[src/bcd_out_params.svh]
// Purpose: Offsets, field positions, reset values and timing for the BCD output port
// Assumes: 32-bit APB, 125 MHz pclk
// Notes:   Definitions only
`ifndef BCD_OUT_PARAMS_SVH
`define BCD_OUT_PARAMS_SVH

// ----------------------------------------------------------------
// Register offsets
// ----------------------------------------------------------------
`define BCD_OFS_CTRL        12'h000
`define BCD_OFS_WEIGHT      12'h004
`define BCD_OFS_PRINT       12'h008
`define BCD_OFS_STATUS      12'h00C

// ----------------------------------------------------------------
// Control fields
// ----------------------------------------------------------------
`define BCD_CTRL_TIMING_LSB 0
`define BCD_CTRL_TIMING_MSB 1
`define BCD_CTRL_DPOL_BIT   2
`define BCD_CTRL_SPOL_BIT   3
`define BCD_CTRL_RATE_LSB   4
`define BCD_CTRL_RATE_MSB   5
`define BCD_CTRL_RESET      32'h0000_000D

// ----------------------------------------------------------------
// Weight fields
// ----------------------------------------------------------------
`define BCD_W_DIGITS_MSB    23
`define BCD_W_OVER_BIT      24
`define BCD_W_NEG_BIT       25
`define BCD_W_STABLE_BIT    26
`define BCD_W_NET_BIT       27
`define BCD_W_DP_LSB        28
`define BCD_W_DP_MSB        29
`define BCD_W_UNIT_LSB      30
`define BCD_W_UNIT_MSB      31
`define BCD_WEIGHT_RESET    32'h0000_0000

// ----------------------------------------------------------------
// Print trigger and status fields
// ----------------------------------------------------------------
`define BCD_PRINT_AUTO_BIT  0
`define BCD_PRINT_MAN_BIT   1
`define BCD_ST_HOLD_BIT     0
`define BCD_ST_FROZEN_BIT   1
`define BCD_ST_STROBE_BIT   2
`define BCD_ST_VALID_BIT    3
`define BCD_ST_PEND_BIT     4

// ----------------------------------------------------------------
// Timing
// ----------------------------------------------------------------
`define BCD_CLK_MHZ         125
`define BCD_STROBE_20_MS    20
`define BCD_STROBE_10_MS    45
`define BCD_STROBE_5_MS     95
`define BCD_PERIOD_20_MS    50
`define BCD_PERIOD_10_MS    100
`define BCD_PERIOD_5_MS     200
`define BCD_MS_TO_CYC(ms)   ((ms) * `BCD_CLK_MHZ * 1000)

`endif

[src/bcd_out_pkg.sv]
// Purpose: Types for the BCD output port
// Assumes: Used by bcd_parallel_weight_output
// Notes:   Codes of the two-bit mode fields
package bcd_out_pkg;

    typedef enum logic [1:0] {
        TM_RESERVED     = 2'h0,
        TM_INTERVAL     = 2'h1,
        TM_AUTO_PRINT   = 2'h2,
        TM_MANUAL_PRINT = 2'h3
    } timing_mode_t;

    typedef enum logic [1:0] {
        RATE_20 = 2'h0,
        RATE_10 = 2'h1,
        RATE_5  = 2'h2,
        RATE_X  = 2'h3
    } refresh_rate_t;

    typedef enum {
        PH_IDLE,
        PH_STROBE,
        PH_TAIL
    } phase_t;

endpackage : bcd_out_pkg

[src/bcd_parallel_weight_output.sv]
// Purpose: Parallel BCD weight output with strobe, hold and APB control
// Assumes: 125 MHz pclk; hold_in high means hold ON
// Notes:   Pin levels carry polarity; ON is the logical active state
//
// Behaviour
// RQ1: Output timing is periodic at the refresh rate, or follows auto print, or manual print.
// RQ2: Each new word stays on the data lines for twice the strobe width.
// RQ3: The reader samples data only within the twice-strobe valid window.
// RQ4: Strobe is 20, 45 or 95 ms at 20, 10 or 5 updates per second.
// RQ5: Within 50 ms of hold ON, data and strobe stop updating and keep the last value.
// RQ6: Within 50 ms of hold OFF, normal updates resume.
// RQ7: Data and strobe polarity are set independently, negative logic by default.
// RQ8: On overload with negative data logic every data line is driven ON.
// RQ9: The net line is ON for net weight and OFF for gross or tare.
// RQ10: Magnitude appears as six BCD digits, lines weighted 1, 2, 4, 8, units first.
// RQ11: Sign ON when positive, overload OFF on overload, stable ON, two-bit point and unit codes.
`timescale 1ns/1ns
`include "bcd_out_params.svh"
module bcd_parallel_weight_output #(
    parameter int unsigned STROBE_20_CYC = `BCD_MS_TO_CYC(`BCD_STROBE_20_MS),
    parameter int unsigned STROBE_10_CYC = `BCD_MS_TO_CYC(`BCD_STROBE_10_MS),
    parameter int unsigned STROBE_5_CYC  = `BCD_MS_TO_CYC(`BCD_STROBE_5_MS),
    parameter int unsigned PERIOD_20_CYC = `BCD_MS_TO_CYC(`BCD_PERIOD_20_MS),
    parameter int unsigned PERIOD_10_CYC = `BCD_MS_TO_CYC(`BCD_PERIOD_10_MS),
    parameter int unsigned PERIOD_5_CYC  = `BCD_MS_TO_CYC(`BCD_PERIOD_5_MS)
) (
    // Clock and reset
    input  wire logic        pclk,
    input  wire logic        presetn,
    // APB slave
    input  wire logic        psel,
    input  wire logic        penable,
    input  wire logic        pwrite,
    input  wire logic [11:0] paddr,
    input  wire logic [31:0] pwdata,
    output logic      [31:0] prdata,
    output logic             pready,
    output logic             pslverr,
    // Hold input pin
    input  wire logic        hold_in,
    // BCD output pins
    output logic      [23:0] data_lines,
    output logic             overload_line,
    output logic             sign_line,
    output logic             stable_line,
    output logic             net_line,
    output logic      [1:0]  dp_line,
    output logic      [1:0]  unit_line,
    output logic             strobe_line
);

    // ----------------------------------------------------------------
    // Hold synchroniser
    // ----------------------------------------------------------------
    logic hold_s;

    hold_sync u_hold_sync (
        .pclk     (pclk),
        .presetn  (presetn),
        .async_in (hold_in),
        .sync_out (hold_s)
    );

    // ----------------------------------------------------------------
    // APB registers
    // ----------------------------------------------------------------
    logic [31:0] ctrl_q,   ctrl_d;
    logic [31:0] weight_q, weight_d;
    logic [31:0] prdata_d;
    logic        pready_d, pslverr_d;
    logic        auto_req, man_req;
    logic        apb_do;
    logic [31:0] status;
    logic        pend_q, pend_d;

    bcd_out_pkg::phase_t        ph_q, ph_d;
    bcd_out_pkg::timing_mode_t  mode;
    bcd_out_pkg::refresh_rate_t rate;

    assign apb_do = psel && penable && pready;
    assign mode   = bcd_out_pkg::timing_mode_t'(ctrl_q[`BCD_CTRL_TIMING_MSB:`BCD_CTRL_TIMING_LSB]);
    assign rate   = bcd_out_pkg::refresh_rate_t'(ctrl_q[`BCD_CTRL_RATE_MSB:`BCD_CTRL_RATE_LSB]);

    always_comb begin
        status                     = 32'h0000_0000;
        status[`BCD_ST_HOLD_BIT]   = hold_s;
        status[`BCD_ST_FROZEN_BIT] = hold_s;
        status[`BCD_ST_STROBE_BIT] = (ph_q == bcd_out_pkg::PH_STROBE);
        status[`BCD_ST_VALID_BIT]  = (ph_q != bcd_out_pkg::PH_IDLE);
        status[`BCD_ST_PEND_BIT]   = pend_q;
    end

    always_comb begin
        ctrl_d    = ctrl_q;
        weight_d  = weight_q;
        prdata_d  = 32'h0000_0000;
        pslverr_d = 1'b0;
        pready_d  = psel && !penable;
        auto_req  = 1'b0;
        man_req   = 1'b0;
        if (psel && !penable) begin
            if (paddr == `BCD_OFS_CTRL) begin
                prdata_d = ctrl_q;
            end else if (paddr == `BCD_OFS_WEIGHT) begin
                prdata_d = weight_q;
            end else if (paddr == `BCD_OFS_PRINT) begin
                prdata_d = 32'h0000_0000;
            end else if (paddr == `BCD_OFS_STATUS) begin
                prdata_d = status;
            end else begin
                pslverr_d = 1'b1;
            end
        end else if (apb_do) begin
            prdata_d  = prdata;
            pslverr_d = pslverr;
        end
        if (apb_do && pwrite) begin
            if (paddr == `BCD_OFS_CTRL) begin
                ctrl_d = {26'h000_0000, pwdata[5:0]};
            end else if (paddr == `BCD_OFS_WEIGHT) begin
                weight_d = pwdata;
            end else if (paddr == `BCD_OFS_PRINT) begin
                auto_req = pwdata[`BCD_PRINT_AUTO_BIT];
                man_req  = pwdata[`BCD_PRINT_MAN_BIT];
            end
        end
    end

    always_ff @(posedge pclk or negedge presetn) begin
        if (!presetn) begin
            ctrl_q   <= `BCD_CTRL_RESET;
            weight_q <= `BCD_WEIGHT_RESET;
            prdata   <= 32'h0000_0000;
            pready   <= 1'b0;
            pslverr  <= 1'b0;
        end else begin
            ctrl_q   <= ctrl_d;
            weight_q <= weight_d;
            prdata   <= prdata_d;
            pready   <= pready_d;
            pslverr  <= pslverr_d;
        end
    end

    // ----------------------------------------------------------------
    // Update scheduling and strobe sequence
    // ----------------------------------------------------------------
    logic [31:0] strobe_cyc, period_cyc;
    logic [31:0] per_cnt_q, per_cnt_d;
    logic [31:0] ph_cnt_q,  ph_cnt_d;
    logic        trigger, fire;
    logic [31:0] snap_q, snap_d;

    always_comb begin
        strobe_cyc = STROBE_20_CYC; // RQ4
        period_cyc = PERIOD_20_CYC;
        if (rate == bcd_out_pkg::RATE_10) begin
            strobe_cyc = STROBE_10_CYC; // RQ4
            period_cyc = PERIOD_10_CYC;
        end else if (rate == bcd_out_pkg::RATE_5) begin
            strobe_cyc = STROBE_5_CYC; // RQ4
            period_cyc = PERIOD_5_CYC;
        end
    end

    always_comb begin
        per_cnt_d = per_cnt_q + 32'h0000_0001;
        trigger   = 1'b0;
        if (per_cnt_q >= period_cyc - 32'h0000_0001) begin
            per_cnt_d = 32'h0000_0000;
        end
        case (mode)
            bcd_out_pkg::TM_AUTO_PRINT:   trigger = auto_req; // RQ1
            bcd_out_pkg::TM_MANUAL_PRINT: trigger = man_req; // RQ1
            default:                      trigger = (per_cnt_q == 32'h0000_0000); // RQ1
        endcase
        // A request that fires at once is consumed; one arriving while an older pending one fires stays pending
        fire   = (pend_q || trigger) && !hold_s && (ph_q == bcd_out_pkg::PH_IDLE); // RQ5 RQ6
        pend_d = pend_q;
        if (fire) begin
            pend_d = 1'b0;
        end
        if (trigger && mode != bcd_out_pkg::TM_INTERVAL && mode != bcd_out_pkg::TM_RESERVED) begin
            pend_d = 1'b1;
        end
        if (fire && !trigger) begin
            pend_d = 1'b0;
        end
        snap_d   = snap_q;
        ph_d     = ph_q;
        ph_cnt_d = ph_cnt_q + 32'h0000_0001;
        case (ph_q)
            bcd_out_pkg::PH_IDLE: begin
                ph_cnt_d = 32'h0000_0000;
                if (fire) begin
                    snap_d = weight_q;
                    ph_d   = bcd_out_pkg::PH_STROBE;
                end
            end
            bcd_out_pkg::PH_STROBE: begin
                if (ph_cnt_q >= strobe_cyc - 32'h0000_0001) begin
                    ph_d = bcd_out_pkg::PH_TAIL;
                end
            end
            default: begin
                // Data held for a second strobe width
                if (ph_cnt_q >= (strobe_cyc << 1) - 32'h0000_0001) begin // RQ2
                    ph_d = bcd_out_pkg::PH_IDLE;
                end
            end
        endcase
        if (fire && ph_q == bcd_out_pkg::PH_IDLE && mode != bcd_out_pkg::TM_INTERVAL
                && mode != bcd_out_pkg::TM_RESERVED) begin
            pend_d = trigger && !pend_q ? 1'b0 : pend_d;
        end
    end

    always_ff @(posedge pclk or negedge presetn) begin
        if (!presetn) begin
            per_cnt_q <= 32'h0000_0000;
            ph_cnt_q  <= 32'h0000_0000;
            ph_q      <= bcd_out_pkg::PH_IDLE;
            pend_q    <= 1'b0;
            snap_q    <= `BCD_WEIGHT_RESET;
        end else begin
            per_cnt_q <= per_cnt_d;
            ph_cnt_q  <= ph_cnt_d;
            ph_q      <= ph_d;
            pend_q    <= pend_d;
            snap_q    <= snap_d;
        end
    end

    // ----------------------------------------------------------------
    // Pin drivers with polarity
    // ----------------------------------------------------------------
    logic        dneg, sneg;
    logic [23:0] data_on;
    logic [23:0] data_d;
    logic        over_d, sign_d, stab_d, net_d, strobe_d;
    logic [1:0]  dp_d, unit_d;

    assign dneg = ctrl_q[`BCD_CTRL_DPOL_BIT];
    assign sneg = ctrl_q[`BCD_CTRL_SPOL_BIT];

    always_comb begin
        data_on = snap_q[`BCD_W_DIGITS_MSB:0]; // RQ10
        if (snap_q[`BCD_W_OVER_BIT] && dneg) begin
            data_on = 24'hFF_FFFF; // RQ8
        end
        // ON maps to low level under negative logic
        data_d   = data_on ^ {24{dneg}}; // RQ7
        over_d   = !snap_q[`BCD_W_OVER_BIT] ^ dneg; // RQ11
        sign_d   = !snap_q[`BCD_W_NEG_BIT] ^ dneg; // RQ11
        stab_d   = snap_q[`BCD_W_STABLE_BIT] ^ dneg; // RQ11
        net_d    = snap_q[`BCD_W_NET_BIT] ^ dneg; // RQ9
        dp_d     = snap_q[`BCD_W_DP_MSB:`BCD_W_DP_LSB] ^ {2{dneg}}; // RQ11
        unit_d   = snap_q[`BCD_W_UNIT_MSB:`BCD_W_UNIT_LSB] ^ {2{dneg}}; // RQ11
        strobe_d = (ph_q == bcd_out_pkg::PH_STROBE) ^ sneg; // RQ7
    end

    always_ff @(posedge pclk or negedge presetn) begin
        if (!presetn) begin
            data_lines    <= 24'hFF_FFFF;
            overload_line <= 1'b0;
            sign_line     <= 1'b0;
            stable_line   <= 1'b1;
            net_line      <= 1'b1;
            dp_line       <= 2'h3;
            unit_line     <= 2'h3;
            strobe_line   <= 1'b1;
        end else begin
            data_lines    <= data_d;
            overload_line <= over_d;
            sign_line     <= sign_d;
            stable_line   <= stab_d;
            net_line      <= net_d;
            dp_line       <= dp_d;
            unit_line     <= unit_d;
            strobe_line   <= strobe_d;
        end
    end

endmodule : bcd_parallel_weight_output

[src/hold_sync.sv]
// Purpose: Two-stage synchroniser for the hold input pin
// Assumes: Asynchronous pin, pclk domain
// Notes:   First stage read only by second stage
`timescale 1ns/1ns
module hold_sync (
    // Clock and reset
    input  wire logic pclk,
    input  wire logic presetn,
    // Pin and result
    input  wire logic async_in,
    output logic      sync_out
);
    logic meta_q;

    always_ff @(posedge pclk or negedge presetn) begin
        if (!presetn) begin
            meta_q   <= 1'b0;
            sync_out <= 1'b0;
        end else begin
            meta_q   <= async_in;
            sync_out <= meta_q;
        end
    end
endmodule : hold_sync

[config.mk]
export PLATFORM = sky130hd
export DESIGN_NAME = bcd_parallel_weight_output
export DESIGN_NICKNAME = d
export VERILOG_FILES = /design/src/bcd_out_pkg.sv /design/src/bcd_parallel_weight_output.sv /design/src/hold_sync.sv
export VERILOG_INCLUDE_DIRS = /design/src /design/src/src
export SDC_FILE = /design/constraint.sdc
export NUM_CORES = 1
export LEC_CHECK = 0
export CORE_MARGIN = 2
export CORE_UTILIZATION = 58
export DETAILED_ROUTE_END_ITERATION = 10
export DONT_BUFFER_PORTS = 1
export HOLD_SLACK_MARGIN = 0.08
export PLACE_DENSITY = 0.73
export SETUP_SLACK_MARGIN = 0.1
export SLEW_MARGIN = 20
export SYNTH_ARGS = -nofsm -noshare
export SYNTH_HDL_FRONTEND = slang
export SYNTH_HIERARCHICAL = 1
export SYNTH_SLANG_ARGS = --single-unit
export TNS_END_PERCENT = 30
[constraint.sdc]
create_clock -name pclk -period 2.8 [get_ports pclk]
set_clock_uncertainty 0.05 [all_clocks]
set_input_delay 0 -clock pclk [delete_from_list [all_inputs] [get_ports pclk]]
set_output_delay 0 -clock pclk [all_outputs]
set_load 0.02 [all_outputs]
## Yosys cells after proc, flatten, opt, wreduce, memory -nomap -nowiden

Cells that the tools add are included.

- Add/sub/neg operators: 5
- Order comparisons: 3
- Equal/unequal tests: 13
- Muxes and demuxes: 37
- Bitwise logic cells: 9
- Reductions and logical operators: 32

Operators with widths:

| cell | count |
|---|---|
| 2-to-1 mux 32 bit | 9 |
| >= comparator 32 bit | 3 |
| zero test 32 bit | 3 |
| subtractor 32 x 1 -> 32 bit (second input constant) | 3 |
| 2-to-1 mux 24 bit | 3 |
| adder 32 x 1 -> 32 bit (second input constant) | 2 |
| one-hot mux 32 bit (2 select lines) | 1 |
| 2-to-1 mux 25 bit | 2 |
| == test 32 x 1 -> 1 bit (second input constant) | 1 |
| == test 32 x 2 -> 1 bit (second input constant) | 1 |
| nonzero test 32 bit | 1 |
| == test 12 x 4 -> 1 bit (second input constant) | 2 |
| bitwise XOR 24 bit | 1 |
| 2-to-1 mux 1 bit | 19 |
| logical AND 1 bit | 14 |
| == test 12 x 3 -> 1 bit (second input constant) | 1 |
| zero test 12 bit | 1 |
| 2-to-1 mux 5 bit | 2 |
| == test 2 bit (second input constant) | 3 |
| zero test 1 bit | 6 |
| inequality test 2 bit (second input constant) | 3 |
| AND reduction 3 bit | 2 |
| bitwise XOR 1 bit | 5 |
| AND reduction 2 bit | 2 |
| 8 further kinds | 9 |

- Register bits: 236
- Input port bits: 50
- Output and inout bits: 67
- Word-level logic and storage cells: 119

## Longest topological paths before layout

Gate-level depths: netlist (run 1).

- Depth in word-level cells: 14
- Depth in mapped cells: 11
- Mapped depth without buffers: 10

## Hierarchy

The synthesis (run 1) kept the hierarchy.

Modules (own cells, without submodules):

| module | instances | cells each | area each (µm²) | sequential area each (µm²) |
|---|---|---|---|---|
| bcd_parallel_weight_output | 1 | 821 | 9,731.8 | 5,147.4 |
| hold_sync | 1 | 2 | 50.0 | 50.0 |

## Worst setup path after synthesis (run 1)

Ideal clock, no wire load.

- Kind: register to register
- Start: register ctrl_q[4]
- End: register per_cnt_q[17]
- Setup time: 0.069 ns
- Arrival: 2.576 ns
- Data required time: 2.681 ns
- Path slack: 0.105 ns
- Cell stages (with the launch flop): 12
- Buffers on the path: 1
- Period minus slack after synthesis: 2.695 ns
- Cells stage by stage: dfrtp_1 -> inv_1 -> ha_1 -> inv_1 -> ha_1 -> a21oi_1 -> o211ai_1 -> o2111a_1 -> o2111a_2 -> or2_4 -> buf_6 -> nor2_2

- Longest elaborated chain between the ends: 6
- Elaborated cells between the ends (all ways): 7
- Classes of those cells: add/sub (1); order compare (1); eq/ne (2); mux (3)

RTL lines:

| what | RTL line | text |
|---|---|---|
| from (decl) | bcd_parallel_weight_output.sv:67 | `logic [31:0] ctrl_q, ctrl_d;` |
| from (signal assigned) | bcd_parallel_weight_output.sv:131 | `` ctrl_q <= `BCD_CTRL_RESET; `` |
| from (signal assigned) | bcd_parallel_weight_output.sv:137 | `ctrl_q <= ctrl_d;` |
| == test 2 bit | bcd_parallel_weight_output.sv:160 | `end else if (rate == bcd_out_pkg::RATE_5) begin` |
| 2-to-1 mux 25 bit | bcd_parallel_weight_output.sv:160 |  |
| 2-to-1 mux 25 bit * | bcd_parallel_weight_output.sv:157 | `if (rate == bcd_out_pkg::RATE_10) begin` |
| subtractor 32 x 1 -> 32 bit * | bcd_parallel_weight_output.sv:169 | `if (per_cnt_q >= period_cyc - 32'h0000_0001) begin` |
| >= comparator 32 bit * | bcd_parallel_weight_output.sv:169 |  |
| 2-to-1 mux 32 bit * | bcd_parallel_weight_output.sv:169 |  |
| via per_cnt_d[17] | bcd_parallel_weight_output.sv:149 | `logic [31:0] per_cnt_q, per_cnt_d;` |
| to (signal assigned) | bcd_parallel_weight_output.sv:226 | `per_cnt_q <= per_cnt_d;` |
| to (decl) | bcd_parallel_weight_output.sv:149 |  |

Mark *: on every way through the listed nets, which the timed path passes. The rest lies on a longest branch.
A chain may end at the register's enable or synchronous reset.

## Worst setup path in the final report (run 1)

- Start: register ctrl_q[4]
- End: register ph_q[0]

- Longest elaborated chain between the ends: 7
- Elaborated cells between the ends (all ways): 11
- Classes of those cells: add/sub (2); order compare (2); eq/ne (3); mux (2); reduce/logical (2)

RTL lines:

| what | RTL line | text |
|---|---|---|
| == test 2 bit | bcd_parallel_weight_output.sv:160 |  |
| 2-to-1 mux 24 bit | bcd_parallel_weight_output.sv:160 |  |
| 2-to-1 mux 24 bit * | bcd_parallel_weight_output.sv:157 |  |
| subtractor 32 x 1 -> 32 bit, on equally long branches | bcd_parallel_weight_output.sv:201, bcd_parallel_weight_output.sv:207 |  |
| >= comparator 32 bit, on equally long branches | bcd_parallel_weight_output.sv:201, bcd_parallel_weight_output.sv:207 |  |
| inequality test 2 bit (no line) / nonzero test 3 bit (equally long branches) | n/a |  |
| AND reduction 3 bit (no line) * | n/a |  |
| to (signal assigned) | bcd_parallel_weight_output.sv:222 | `ph_q <= bcd_out_pkg::PH_IDLE;` |
| to (signal assigned) | bcd_parallel_weight_output.sv:228 | `ph_q <= ph_d;` |
| to (decl) | bcd_parallel_weight_output.sv:76 | `bcd_out_pkg::phase_t ph_q, ph_d;` |

Every way passes the cells marked *; elsewhere a longest branch is shown, timed or not.

==> Implementation_results.wiki, run 1 <==
{| class="wikitable"
! Metric !! Value
|-
| Total routed wirelength || 21500 um
|-
| Portion of synthesized cell area occupied by the leading cell type || 44.0%
|-
| Count of flip-flops with a built-in enable after synthesis || 0
|-
| DP HPWL || 14500 um
|-
| Routability Congestion || 0.929
|-
| Internal portion of total power || 4760 uW
|-
| Number of remaining DRC errors || 0
|-
| Cell type contributing the most total cell area after synthesis || sky130_fd_sc_hd__dfrtp_1
|-
| Synthesis warning total || 6
|-
| Count of maximum capacitance violations || 0
|-
| Via count of the first global-routing pass || 6897
|-
| Number of endpoints failing setup at the final stage || 0
|-
| Final hold violations || 206
|-
| Peak clock frequency supported by timing || 378 MHz
|-
| Path category of the worst min-delay check || in2async
|-
| Area fraction in compound gates after synthesis || 6.93%
|-
| Clk pin slew, worst setup/hold paths || 0.06 ns
|-
| Clk Tree Root Cell || sky130_fd_sc_hd__clkbuf_16
|-
| Num ports || 117
|-
| Worst Hold Margin || -0.857 ns
|-
| Number of vias per cell || 5.83
|-
| Sequential cell area fraction in the yosys report || 53.1%
|-
| Maximum vdd ir drop || 0.474 mV
|-
| Critical setup path kind || reg2reg
|-
| Post-synth cell types || 61
|-
| Die height || 134 um
|-
| Combinational group share of total power || 4.3%
|-
| Multiplexer fraction of the synthesized cell area || 9.21%
|-
| Count of hold-fix buffers inserted at cts || 51
|-
| Lkg Pwr || 0.00525 uW
|-
| Share of synthesized cell area in full adder, half adder and majority cells || 7.01%
|-
| Wire length of the first global-routing pass || 35400 um
|-
| Instance count after placement with tap cells included || 1031
|-
| Dominant combinational cell family by area after synthesis || simple AND/OR/NAND/NOR gates
|-
| Cell Rows || 47
|-
| Clock H-tree levels || 1
|-
| Final non-filler cell total || 1124
|-
| Sinks on Clock Net || 206
|-
| Iteration count of the initial detailed-routing pass || 4
|-
| Number of nets in the finished design || 992
|-
| PortBufs || 0
|-
| Violated checks || hold timing
|-
| Number of buffers added by the clock tree synthesis step || 22
|-
| Slew @ Worst Pin || 0.884 ns
|-
| Area added between synthesis and finish || 15.2%
|-
| Leftover overflow at the end of global routing || 0
|-
| Relative slew slack || 41.1%
|-
| Final antenna-violating net count || 0
|-
| Mean post-synth cell area || 11.9 um^2
|-
| CP Capture Type || register
|-
| Minimum clock period after layout || 2.64 ns
|-
| Proportion of register bits with asynchronous set or reset after synthesis || 100%
|-
| #FFs+latches synth || 206
|-
| Violation count after the first detailed-routing iteration || 337
|-
| Sequential share of power || 50.1%
|-
| Number of vias after detailed routing || 6549
|-
| Unrepaired setup endpoints after global routing || true
|-
| Wire length per cell after detailed routing || 19.2 um
|-
| Core Region || 16500 um^2
|-
| Sum of negative setup slack || 0 ns
|-
| CP arrival || 3.03 ns
|-
| Worst-case clock buffer depth || 3
|-
| ANT cells || 0
|-
| Initial standard-cell utilization of the core || 59.2%
|-
| Final Worst Setup Slack || 0.156 ns
|-
| Power density relative to cell area || 540 nW/um^2
|-
| Flip-flop cell with the highest count after synthesis || sky130_fd_sc_hd__dfrtp_1
|-
| Combined global-route utilization of all metal layers || 24.5%
|-
| Switching share of total power || 21.7%
|-
| Post CTS Setup Buffer Count || 0
|-
| Overall die width || 134 um
|-
| Portion of the clock cycle consumed by the worst path in the final layout || 94.4%
|-
| Simple logic cell fraction of the synthesized area || 14.0%
|-
| Highest fanout seen on the critical path || 5
|-
| Fraction of final layout cells with drive strength greater than 1 || 18.9%
|-
| Proportion of power drawn by the clock network || 45.6%
|-
| Data required time at the worst endpoint || 3.18 ns
|-
| Area share of xor/xnor cells in the synthesized design || 7.16%
|-
| Most area-consuming cells after synthesis || sky130_fd_sc_hd__dfrtp_1 (44%), sky130_fd_sc_hd__dfstp_2 (9.1%), sky130_fd_sc_hd__ha_1 (6.9%), sky130_fd_sc_hd__mux2_4 (4.3%), sky130_fd_sc_hd__mux2_2 (4.3%)
|-
| Status || finished with violations
|-
| Clock insertion delay at the later pin of the skew report || 0.50 ns
|-
| Startpoint types || register
|-
| Clock tree from TritonCTS || done
|-
| Filler Cells Inserted || 1148
|-
| Reported net switching power || 1320 uW
|-
| Area enclosed by the die boundary || 17900 um^2
|-
| Maximum number of pins on one net before global-route repair || 207
|-
| Antenna violations before repair || 0
|-
| Post-Syn Instances || 823
|-
| Number of slew-limit violations in the final report || 0
|-
| Post-synthesis instance area || 9780 um^2
|-
| Post-placement worst setup slack || 0.0794 ns
|}
## layout make-up
type / instances / area, um^2 / share of cell area (%)
clock buffers: 36 / 673 / 5.97
repair buffers: 63 / 613 / 5.44
well taps: 220 / 275 / 2.44
clock inverters: 4 / 31.3 / 0.278
inverters: 19 / 71.3 / 0.633
flip-flops and latches: 206 / 5200 / 46.1
multi-input cells: 576 / 4410 / 39.1
## cell usage in the layout (no fill, tap or decap), drive strengths merged, types with 3 or more instances in the layout
| cell | n |
|---|---|
| ha | 54 |
| dfrtp | 172 |
| nor3 | 18 |
| or2 | 5 |
| nand2 | 51 |
| clkbuf | 36 |
| dlygate4sd3 | 51 |
| or3 | 8 |
| and3 | 11 |
| inv | 19 |
| clkinv | 4 |
| or4 | 4 |
| o21ai | 12 |
| a21oi | 22 |
| a211oi | 3 |
| conb | 8 |
| nand2b | 3 |
| a22o | 29 |
| nand4 | 17 |
| nor4 | 16 |
| o211ai | 8 |
| and2 | 3 |
| nor2b | 6 |
| a21o | 3 |
| nand3 | 23 |
| xor2 | 40 |
| and4 | 4 |
| nor2 | 92 |
| dfstp | 34 |
| mux2i | 3 |
| a31oi | 3 |
| nor3b | 4 |
| xnor2 | 40 |
| mux2 | 68 |
| buf | 12 |
## synth_stat cells, types with 19 or more instances
library cell	instances
sky130_fd_sc_hd__dfrtp_1	172
sky130_fd_sc_hd__nand3_1	22
sky130_fd_sc_hd__nand2_1	51
sky130_fd_sc_hd__mux2_2	37
sky130_fd_sc_hd__xor2_1	40
sky130_fd_sc_hd__ha_1	54
sky130_fd_sc_hd__mux2_4	28
sky130_fd_sc_hd__inv_1	19
sky130_fd_sc_hd__a22o_1	29
sky130_fd_sc_hd__dfstp_2	34
sky130_fd_sc_hd__nor2_1	81
sky130_fd_sc_hd__xnor2_1	40
sky130_fd_sc_hd__a21oi_1	22
## metal layers
metal	track usage (%)	routed length [um]
met4	8.10	673
met5	0	0
met1	32.3	9120
met3	4.91	1330
met2	41.0	10400
## per-stage QoR
stage | power [uW] | instance area [um^2] | hold WS (ns) | utilization (%)
3_5_place_dp | 3310 | 10000 | -0.339 | 60.6
3_3_place_gp | 3300 | 10000 | -0.341 | 60.6
6_report | 6080 | 11300 | -0.857 | 68.2
2_1_floorplan | 3250 | 9800 | -0.346 | -
5_1_grt | 6310 | 11300 | -0.873 | 68.2
4_1_cts | 6130 | 11200 | -0.873 | 68.0
## worst max-delay path: stages (launching register included)
cell and delay, ns:
sky130_fd_sc_hd__dfrtp_1 0.40, sky130_fd_sc_hd__inv_1 0.10, sky130_fd_sc_hd__ha_1 0.31, sky130_fd_sc_hd__inv_1 0.13, sky130_fd_sc_hd__ha_1 0.32, sky130_fd_sc_hd__a21oi_1 0.17, sky130_fd_sc_hd__nor3_1 0.07, sky130_fd_sc_hd__a2111oi_1 0.41
sky130_fd_sc_hd__nand2_1 0.17, sky130_fd_sc_hd__a221o_1 0.32, sky130_fd_sc_hd__a21oi_1 0.14
## repair_timing
action	4_1_cts	5_1_grt
cloned	0	2
resized for setup	1	5
endpoints found under the hold margin	254	206
pin swaps	0	1
setup endpoints to repair	1	24
## power by group through the flow
| stage | Combinational, uW | Clock [uW] | Sequential (uW) |
|---|---|---|---|
| floorplan | 165 | 0 | 3090 |
| global placement | 204 | 0 | 3100 |
| detailed placement | 214 | 0 | 3100 |
| CTS | 267 | 2820 | 3050 |
| global route | 291 | 2970 | 3050 |
| finish | 262 | 2770 | 3050 |
## cells by family (layout without fill, tap and decap cells)
group,Yosys count,after routing
compound gates,93,93
other cells,2,8
simple gates,267,269
fa+ha+maj,55,55
xor+xnor,80,80
mux,71,71
buf+inv,49,122
flops,206,206
## registers in the layout (all words and copies together) (netlist names), 2 cells and up
name	flops
unit_line	2
per_cnt_q	32
prdata	32
ph_q	2
snap_q	32
dp_line	2
ph_cnt_q	32
ctrl_q	6
weight_q	32
data_lines	24
## path summary, 6_finish.rpt
kind | from | end | slack [ns] | cells after the start
max | ctrl_q[4]$_DFFE_PN0P_ | ph_q[0]$_DFFE_PN0P_ | 0.16 | 10
min | presetn | snap_q[8]$_DFFE_PN0N_ | -0.86 | 0
min in group pclk | paddr[10] | prdata[2]$_DFFE_PN0P_ | 0.07 | 5
max in group asynchronous | presetn | strobe_line$_DFF_PN1_ | 3.17 | 0
min reg2reg | u_hold_sync/meta_q$_DFF_PN0_ | u_hold_sync/sync_out$_DFF_PN0_ | 0.38 | 0
max reg2reg | ctrl_q[4]$_DFFE_PN0P_ | ph_q[0]$_DFFE_PN0P_ | 0.16 | 10
Note: power is estimated with default switching activity, not from simulation.
==> run 2: changes to the inputs <==
- REMOVE_ABC_BUFFERS: default -> 1
==> run 2 against run 1 <==
The flow still finishes with violations (hold timing). Routed wire length fell by 2.4%. Die area did not move. Clock power is essentially flat. Combinational power is 5% higher. Setup slack improved by 0.073 ns. Register-to-register slack improved by 0.07 ns. Critical path depth is 3 lower.
==> Implementation_results.wiki, run 2 (synthesis gave the netlist of run 1 again) <==
{| class="wikitable"
! Metric !! Value
|-
| Status || finished with violations
|-
| Violated checks || hold timing
|-
| Post CTS Setup Buffer Count || 0
|-
| Unrepaired setup endpoints after global routing || true
|-
| Instance count after placement with tap cells included || 1034
|-
| Maximum vdd ir drop || 0.351 mV
|-
| Leftover overflow at the end of global routing || 0
|-
| Via count of the first global-routing pass || 6959
|-
| Number of remaining DRC errors || 0
|-
| Total cell area at the placement stage || 10000 um^2
|-
| Core Region || 16500 um^2
|-
| Critical setup path kind || reg2reg
|-
| Number of buffers added by the clock tree synthesis step || 21
|-
| Slew @ Worst Pin || 0.761 ns
|-
| CP arrival || 2.94 ns
|-
| Peak clock frequency supported by timing || 389 MHz
|-
| DP HPWL || 14000 um
|-
| Maximum number of pins on one net before global-route repair || 207
|-
| Final non-filler cell total || 1123
|-
| Worst R2R Start || pready$_DFF_PN0_
|-
| Number of endpoints failing setup at the final stage || 0
|-
| Total non-filler cell area in the finished layout || 11300 um^2
|-
| Sinks on Clock Net || 206
|-
| Worst-case clock buffer depth || 3
|-
| CP Capture Type || register
|-
| Total routed wirelength || 21000 um
|-
| Num ports || 117
|-
| Path category of the worst min-delay check || in2async
|-
| Final Worst Setup Slack || 0.229 ns
|-
| Iteration count of the initial detailed-routing pass || 4
|-
| Most frequent standard cell in the layout excluding fill and tap cells || sky130_fd_sc_hd__dfrtp_1
|-
| Data required time at the worst endpoint || 3.17 ns
|-
| Wire length of the first global-routing pass || 35200 um
|-
| Relative slew slack || 49.2%
|-
| Lkg Pwr || 0.00523 uW
|-
| Portion of the clock cycle consumed by the worst path in the final layout || 91.8%
|-
| Routability Congestion || 0.940
|-
| Reg2Reg Depth || 7
|-
| Cell Rows || 47
|-
| Final hold violations || 206
|-
| Setup slack on the worst flop-to-flop path || 0.23 ns
|-
| Combined global-route utilization of all metal layers || 24.0%
|-
| Highest fanout seen on the critical path || 8
|-
| Final antenna-violating net count || 0
|-
| Clock tree from TritonCTS || done
|-
| Overall die width || 134 um
|-
| Clk Tree Root Cell || sky130_fd_sc_hd__clkbuf_16
|-
| Power density relative to cell area || 542 nW/um^2
|-
| Number of vias per cell || 5.87
|-
| Most frequent cells in the layout || sky130_fd_sc_hd__dfrtp_1 (172), sky130_fd_sc_hd__nor2_1 (81), sky130_fd_sc_hd__ha_1 (53)
|-
| Clk pin slew, worst setup/hold paths || 0.06 ns
|-
| Wire length per cell after detailed routing || 18.7 um
|-
| Post-Route Utilization || 68.2%
|-
| Clock H-tree levels || 1
|-
| PortBufs || 0
|-
| Number of nets in the finished design || 993
|-
| Violation count after the first detailed-routing iteration || 354
|-
| Initial standard-cell utilization of the core || 59.2%
|-
| Count of maximum capacitance violations || 0
|-
| Antenna violations before repair || 0
|-
| Clock insertion delay at the later pin of the skew report || 0.49 ns
|-
| Area added between synthesis and finish || 15.1%
|-
| Reg-to-Reg End || ctrl_q[5]$_DFFE_PN0P_
|-
| ANT cells || 0
|-
| Area enclosed by the die boundary || 17900 um^2
|-
| Number of vias after detailed routing || 6588
|-
| Post-placement worst setup slack || 0.155 ns
|-
| Worst Hold Margin || -0.836 ns
|-
| Fraction of final layout cells with drive strength greater than 1 || 18.9%
|-
| Startpoint types || register
|-
| Count of hold-fix buffers inserted at cts || 51
|-
| Die height || 134 um
|-
| Number of slew-limit violations in the final report || 0
|-
| Filler Cells Inserted || 1169
|-
| Minimum clock period after layout || 2.57 ns
|}
## run 2: report_power, final
part | switching [uW] | leakage, uW | internal, uW | total, uW
registers | 32.7 | 0.00271 | 3010 | 3040
clock network | 1110 | 0.000338 | 1680 | 2790
logic | 165 | 0.00218 | 109 | 274
total | 1310 | 0.00523 | 4800 | 6110
## run 2: per-layer routing
| layer | wire length, um | up-vias | track usage [%] | share of wire, % |
|---|---|---|---|---|
| li1 | - | 3023 | - | - |
| met1 | 9070 | 3357 | 32.7 | 43 |
| met2 | 10500 | 168 | 40.6 | 50 |
| met3 | 1070 | 40 | 3.33 | 5.1 |
| met4 | 411 | 0 | 6.38 | 2.0 |
| met5 | 0 | - | 0 | 0 |
## run 2: repair_timing
action                                 4_1_cts  5_1_grt
resized for setup                            0        3
endpoints found under the hold margin      254      206
setup endpoints to repair                    0       23
## run 2: final cells by class
class / instances / area (um^2) / share of cell area (%)
Clock buffer: 30 / 599 / 5.32
Clock inverter: 7 / 95.1 / 0.844
Inverter: 19 / 71.3 / 0.633
Multi-Input combinational cell: 575 / 4400 / 39.1
Sequential cell: 206 / 5200 / 46.1
Tap cell: 220 / 275 / 2.44
Timing Repair Buffer: 66 / 623 / 5.53
## run 2: how the worst max path moves through the flow
stage / from / cells after the start / end / slack (ns)
finish: pready$_DFF_PN0_ / 7 / ctrl_q[5]$_DFFE_PN0P_ / 0.23
global route: ctrl_q[4]$_DFFE_PN0P_ / 10 / ph_q[0]$_DFFE_PN0P_ / 0.03
CTS: ctrl_q[4]$_DFFE_PN0P_ / 9 / per_cnt_q[15]$_DFF_PN0_ / 0.15
detailed placement: ctrl_q[4]$_DFFE_PN0P_ / 9 / per_cnt_q[15]$_DFF_PN0_ / 0.16
global placement: ctrl_q[4]$_DFFE_PN0P_ / 10 / per_cnt_q[12]$_DFF_PN0_ / 0.31
floorplan: pready$_DFF_PN0_ / 4 / weight_q[0]$_DFFE_PN0P_ / -0.59
## run 2: per-stage QoR
stage | hold slack, ns | setup TNS [ns] | power, uW
2_1_floorplan | -0.346 | -29.96 | 3230
3_3_place_gp | -0.340 | 0 | 3300
3_5_place_dp | -0.341 | 0 | 3310
4_1_cts | -0.852 | 0 | 6150
5_1_grt | -0.853 | 0 | 6310
6_report | -0.836 | 0 | 6110
## run 2: critical path, stage by stage, from the launching register on
cell and delay [ns]:
sky130_fd_sc_hd__dfrtp_1 0.47, sky130_fd_sc_hd__and3_1 0.22, sky130_fd_sc_hd__nand2_1 0.20, sky130_fd_sc_hd__nor2_4 0.28, sky130_fd_sc_hd__nand2_1 0.07, sky130_fd_sc_hd__dlygate4sd3_1 0.56
sky130_fd_sc_hd__o21ai_0 0.08, sky130_fd_sc_hd__dlygate4sd3_1 0.57
==> run 3: changes to the inputs <==
- CORE_UTILIZATION: 58 -> 60
- clock period: 2.8 -> 3.2 ns (I/O delays scaled with it)
==> run 3 against run 2 <==
Highest routed layer unchanged. Combinational power is 14% lower. Largest cell class unchanged. The flow still finishes with violations (hold timing). Count of clock-buffer cells in the layout is 1 higher. Global-route usage is 3.2 points higher. Power is 6.0% lower. Final area is 0.84% higher. Final cell count is 0.45% lower. Register-to-register slack better by 0.095 ns. Critical path depth is 2 higher. Sequential power is 13% lower. Clock power is 2% higher. Setup slack better by 0.095 ns. Routed wire length is 9.5% higher.
==> Implementation_results.wiki, run 3 (synthesis gave the netlist of run 1 again) <==
{| class="wikitable"
! Metric !! Value
|-
| Worst-case clock buffer depth || 3
|-
| Longest individual stage delay on the worst path || 0.42 ns
|-
| Die height || 132 um
|-
| Power density relative to cell area || 506 nW/um^2
|-
| Overall die width || 132 um
|-
| Worst Hold Margin || -0.856 ns
|-
| Area enclosed by the die boundary || 17300 um^2
|-
| Instance count after placement with tap cells included || 1021
|-
| Minimum clock period after layout || 2.88 ns
|-
| Sinks on Clock Net || 206
|-
| Startpoint types || register
|-
| Setup slack on the worst flop-to-flop path || 0.32 ns
|-
| Wire length of the first global-routing pass || 38100 um
|-
| Relative slew slack || 31.1%
|-
| Clk Tree Root Cell || sky130_fd_sc_hd__clkbuf_16
|-
| Leftover overflow at the end of global routing || 0
|-
| Violated checks || hold timing
|-
| Routability Congestion || 0.853
|-
| Maximum number of pins on one net before global-route repair || 207
|-
| Combined global-route utilization of all metal layers || 27.2%
|-
| Number of vias after detailed routing || 6683
|-
| CP Capture Type || register
|-
| Number of nets in the finished design || 989
|-
| Path category of the worst min-delay check || in2async
|-
| Slew @ Worst Pin || 1.02 ns
|-
| CP arrival || 3.25 ns
|-
| Worst R2R Start || ctrl_q[5]$_DFFE_PN0P_
|-
| Number of endpoints failing setup at the final stage || 0
|-
| Final hold violations || 206
|-
| Number of buffers added by the clock tree synthesis step || 22
|-
| Clock H-tree levels || 1
|-
| Fraction of final layout cells with drive strength greater than 1 || 18.2%
|-
| Reg-to-Reg End || per_cnt_q[4]$_DFF_PN0_
|-
| Clock insertion delay at the later pin of the skew report || 0.50 ns
|-
| Reg2Reg Depth || 9
|-
| Count of maximum capacitance violations || 0
|-
| Critical setup path kind || reg2reg
|-
| Number of slew-limit violations in the final report || 0
|-
| Portion of the clock cycle consumed by the worst path in the final layout || 89.9%
|-
| Maximum vdd ir drop || 0.325 mV
|-
| Total of cells resized after clock tree synthesis || 0
|-
| Num ports || 117
|-
| Unrepaired setup endpoints after global routing || false
|-
| Peak clock frequency supported by timing || 348 MHz
|-
| Wire length per cell after detailed routing || 20.6 um
|-
| Most frequent cells in the layout || sky130_fd_sc_hd__dfrtp_1 (172), sky130_fd_sc_hd__nor2_1 (81), sky130_fd_sc_hd__dlygate4sd3_1 (56)
|-
| Violation count after the first detailed-routing iteration || 429
|-
| Filler Cells Inserted || 1072
|-
| Data required time at the worst endpoint || 3.58 ns
|-
| Final antenna-violating net count || 0
|-
| Post CTS Setup Buffer Count || 0
|-
| Chain of cells forming the critical path || inv_1, ha_1, inv_1, ha_1, a21oi_1, o211ai_1, o2111a_2, or2_4, nor2_2
|-
| PortBufs || 0
|-
| Initial standard-cell utilization of the core || 61.6%
|-
| Lkg Pwr || 0.00529 uW
|-
| Area added between synthesis and finish || 16.1%
|-
| Number of vias per cell || 5.98
|-
| Cell Rows || 46
|-
| Final non-filler cell total || 1118
|-
| Clk pin slew, worst setup/hold paths || 0.06 ns
|-
| DP HPWL || 14000 um
|-
| Status || finished with violations
|-
| Sum of negative setup slack || 0 ns
|-
| Core Region || 15900 um^2
|-
| Via count of the first global-routing pass || 7127
|-
| Antenna violations before repair || 1
|-
| Number of remaining DRC errors || 0
|-
| Count of hold-fix buffers inserted at cts || 56
|-
| Total Power Consumption || 5740 uW
|-
| Critical Path Slowest Stage Cell || sky130_fd_sc_hd__ha_1
|-
| Clock tree from TritonCTS || done
|-
| Iteration count of the initial detailed-routing pass || 7
|-
| Most frequent standard cell in the layout excluding fill and tap cells || sky130_fd_sc_hd__dfrtp_1
|-
| Highest fanout seen on the critical path || 20
|-
| Total routed wirelength || 23000 um
|}
-- run 3: cell types whose count changed in the layout (fill, tap and decap cells not counted), moves of 2 or more --
cell and delta:
sky130_fd_sc_hd__bufinv_16 +3, sky130_fd_sc_hd__dlygate4sd3_1 +5, sky130_fd_sc_hd__clkbuf_16 +2, sky130_fd_sc_hd__buf_4 -10
-- run 3: cell type report --
cell class                      instances  area [um^2]  share of cell area [%]
Multi-Input combinational cell        574         4380                    38.5
Timing Repair Buffer                   62          618                    5.44
Sequential cell                       206         5200                    45.8
Inverter                               19         71.3                   0.628
Clock inverter                          9          178                    1.56
Antenna cell                            1         2.50                  0.0220
Tap cell                              216          270                    2.38
Clock buffer                           31          646                    5.68
-- run 3: layer usage --
layer | global-route usage [%] | vias to the layer above | routed length [um] | share of wire [%]
met5 | 0 | - | 0 | 0
met4 | 8.09 | 0 | 421 | 1.8
met3 | 4.13 | 34 | 1030 | 4.5
met2 | 47.8 | 199 | 11900 | 52
met1 | 34.9 | 3427 | 9630 | 42
li1 | - | 3023 | - | -
-- run 3: where the power goes --
part           internal (uW)  switching (uW)  total, uW
Sequential              2630            28.6       2660
Combinational           92.4             143        236
Clock                   1810            1030       2840
-- run 3: worst max-delay path by stage --
stage | startpoint | end | slack [ns] | cells past startpoint
finish | ctrl_q[5]$_DFFE_PN0P_ | per_cnt_q[4]$_DFF_PN0_ | 0.32 | 9
global route | ctrl_q[5]$_DFFE_PN0P_ | per_cnt_q[15]$_DFF_PN0_ | 0.10 | 9
CTS | ctrl_q[5]$_DFFE_PN0P_ | per_cnt_q[4]$_DFF_PN0_ | 0.32 | 9
detailed placement | ctrl_q[5]$_DFFE_PN0P_ | per_cnt_q[12]$_DFF_PN0_ | 0.34 | 9
global placement | ctrl_q[5]$_DFFE_PN0P_ | per_cnt_q[11]$_DFF_PN0_ | 0.53 | 9
floorplan | pready$_DFF_PN0_ | weight_q[0]$_DFFE_PN0P_ | -0.19 | 4
-- run 3: critical path: cells and delay by family (launching register included) --
kind | cells | cell delay [ns]
buf+inv | 2 | 0.38
fa+ha+maj | 2 | 0.78
simple gates | 2 | 0.53
compound gates | 3 | 0.64
flops | 1 | 0.41
-- run 3: metrics by stage --
stage / worst slack, ns / area [um^2] / utilization, %
global placement: 0.526 / 9970 / 62.8
global route: 0.103 / 11400 / 71.5
detailed placement: 0.339 / 9970 / 62.8
CTS: 0.323 / 11400 / 71.5
finish: 0.324 / 11400 / 71.5
floorplan: -0.187 / 9640 / -
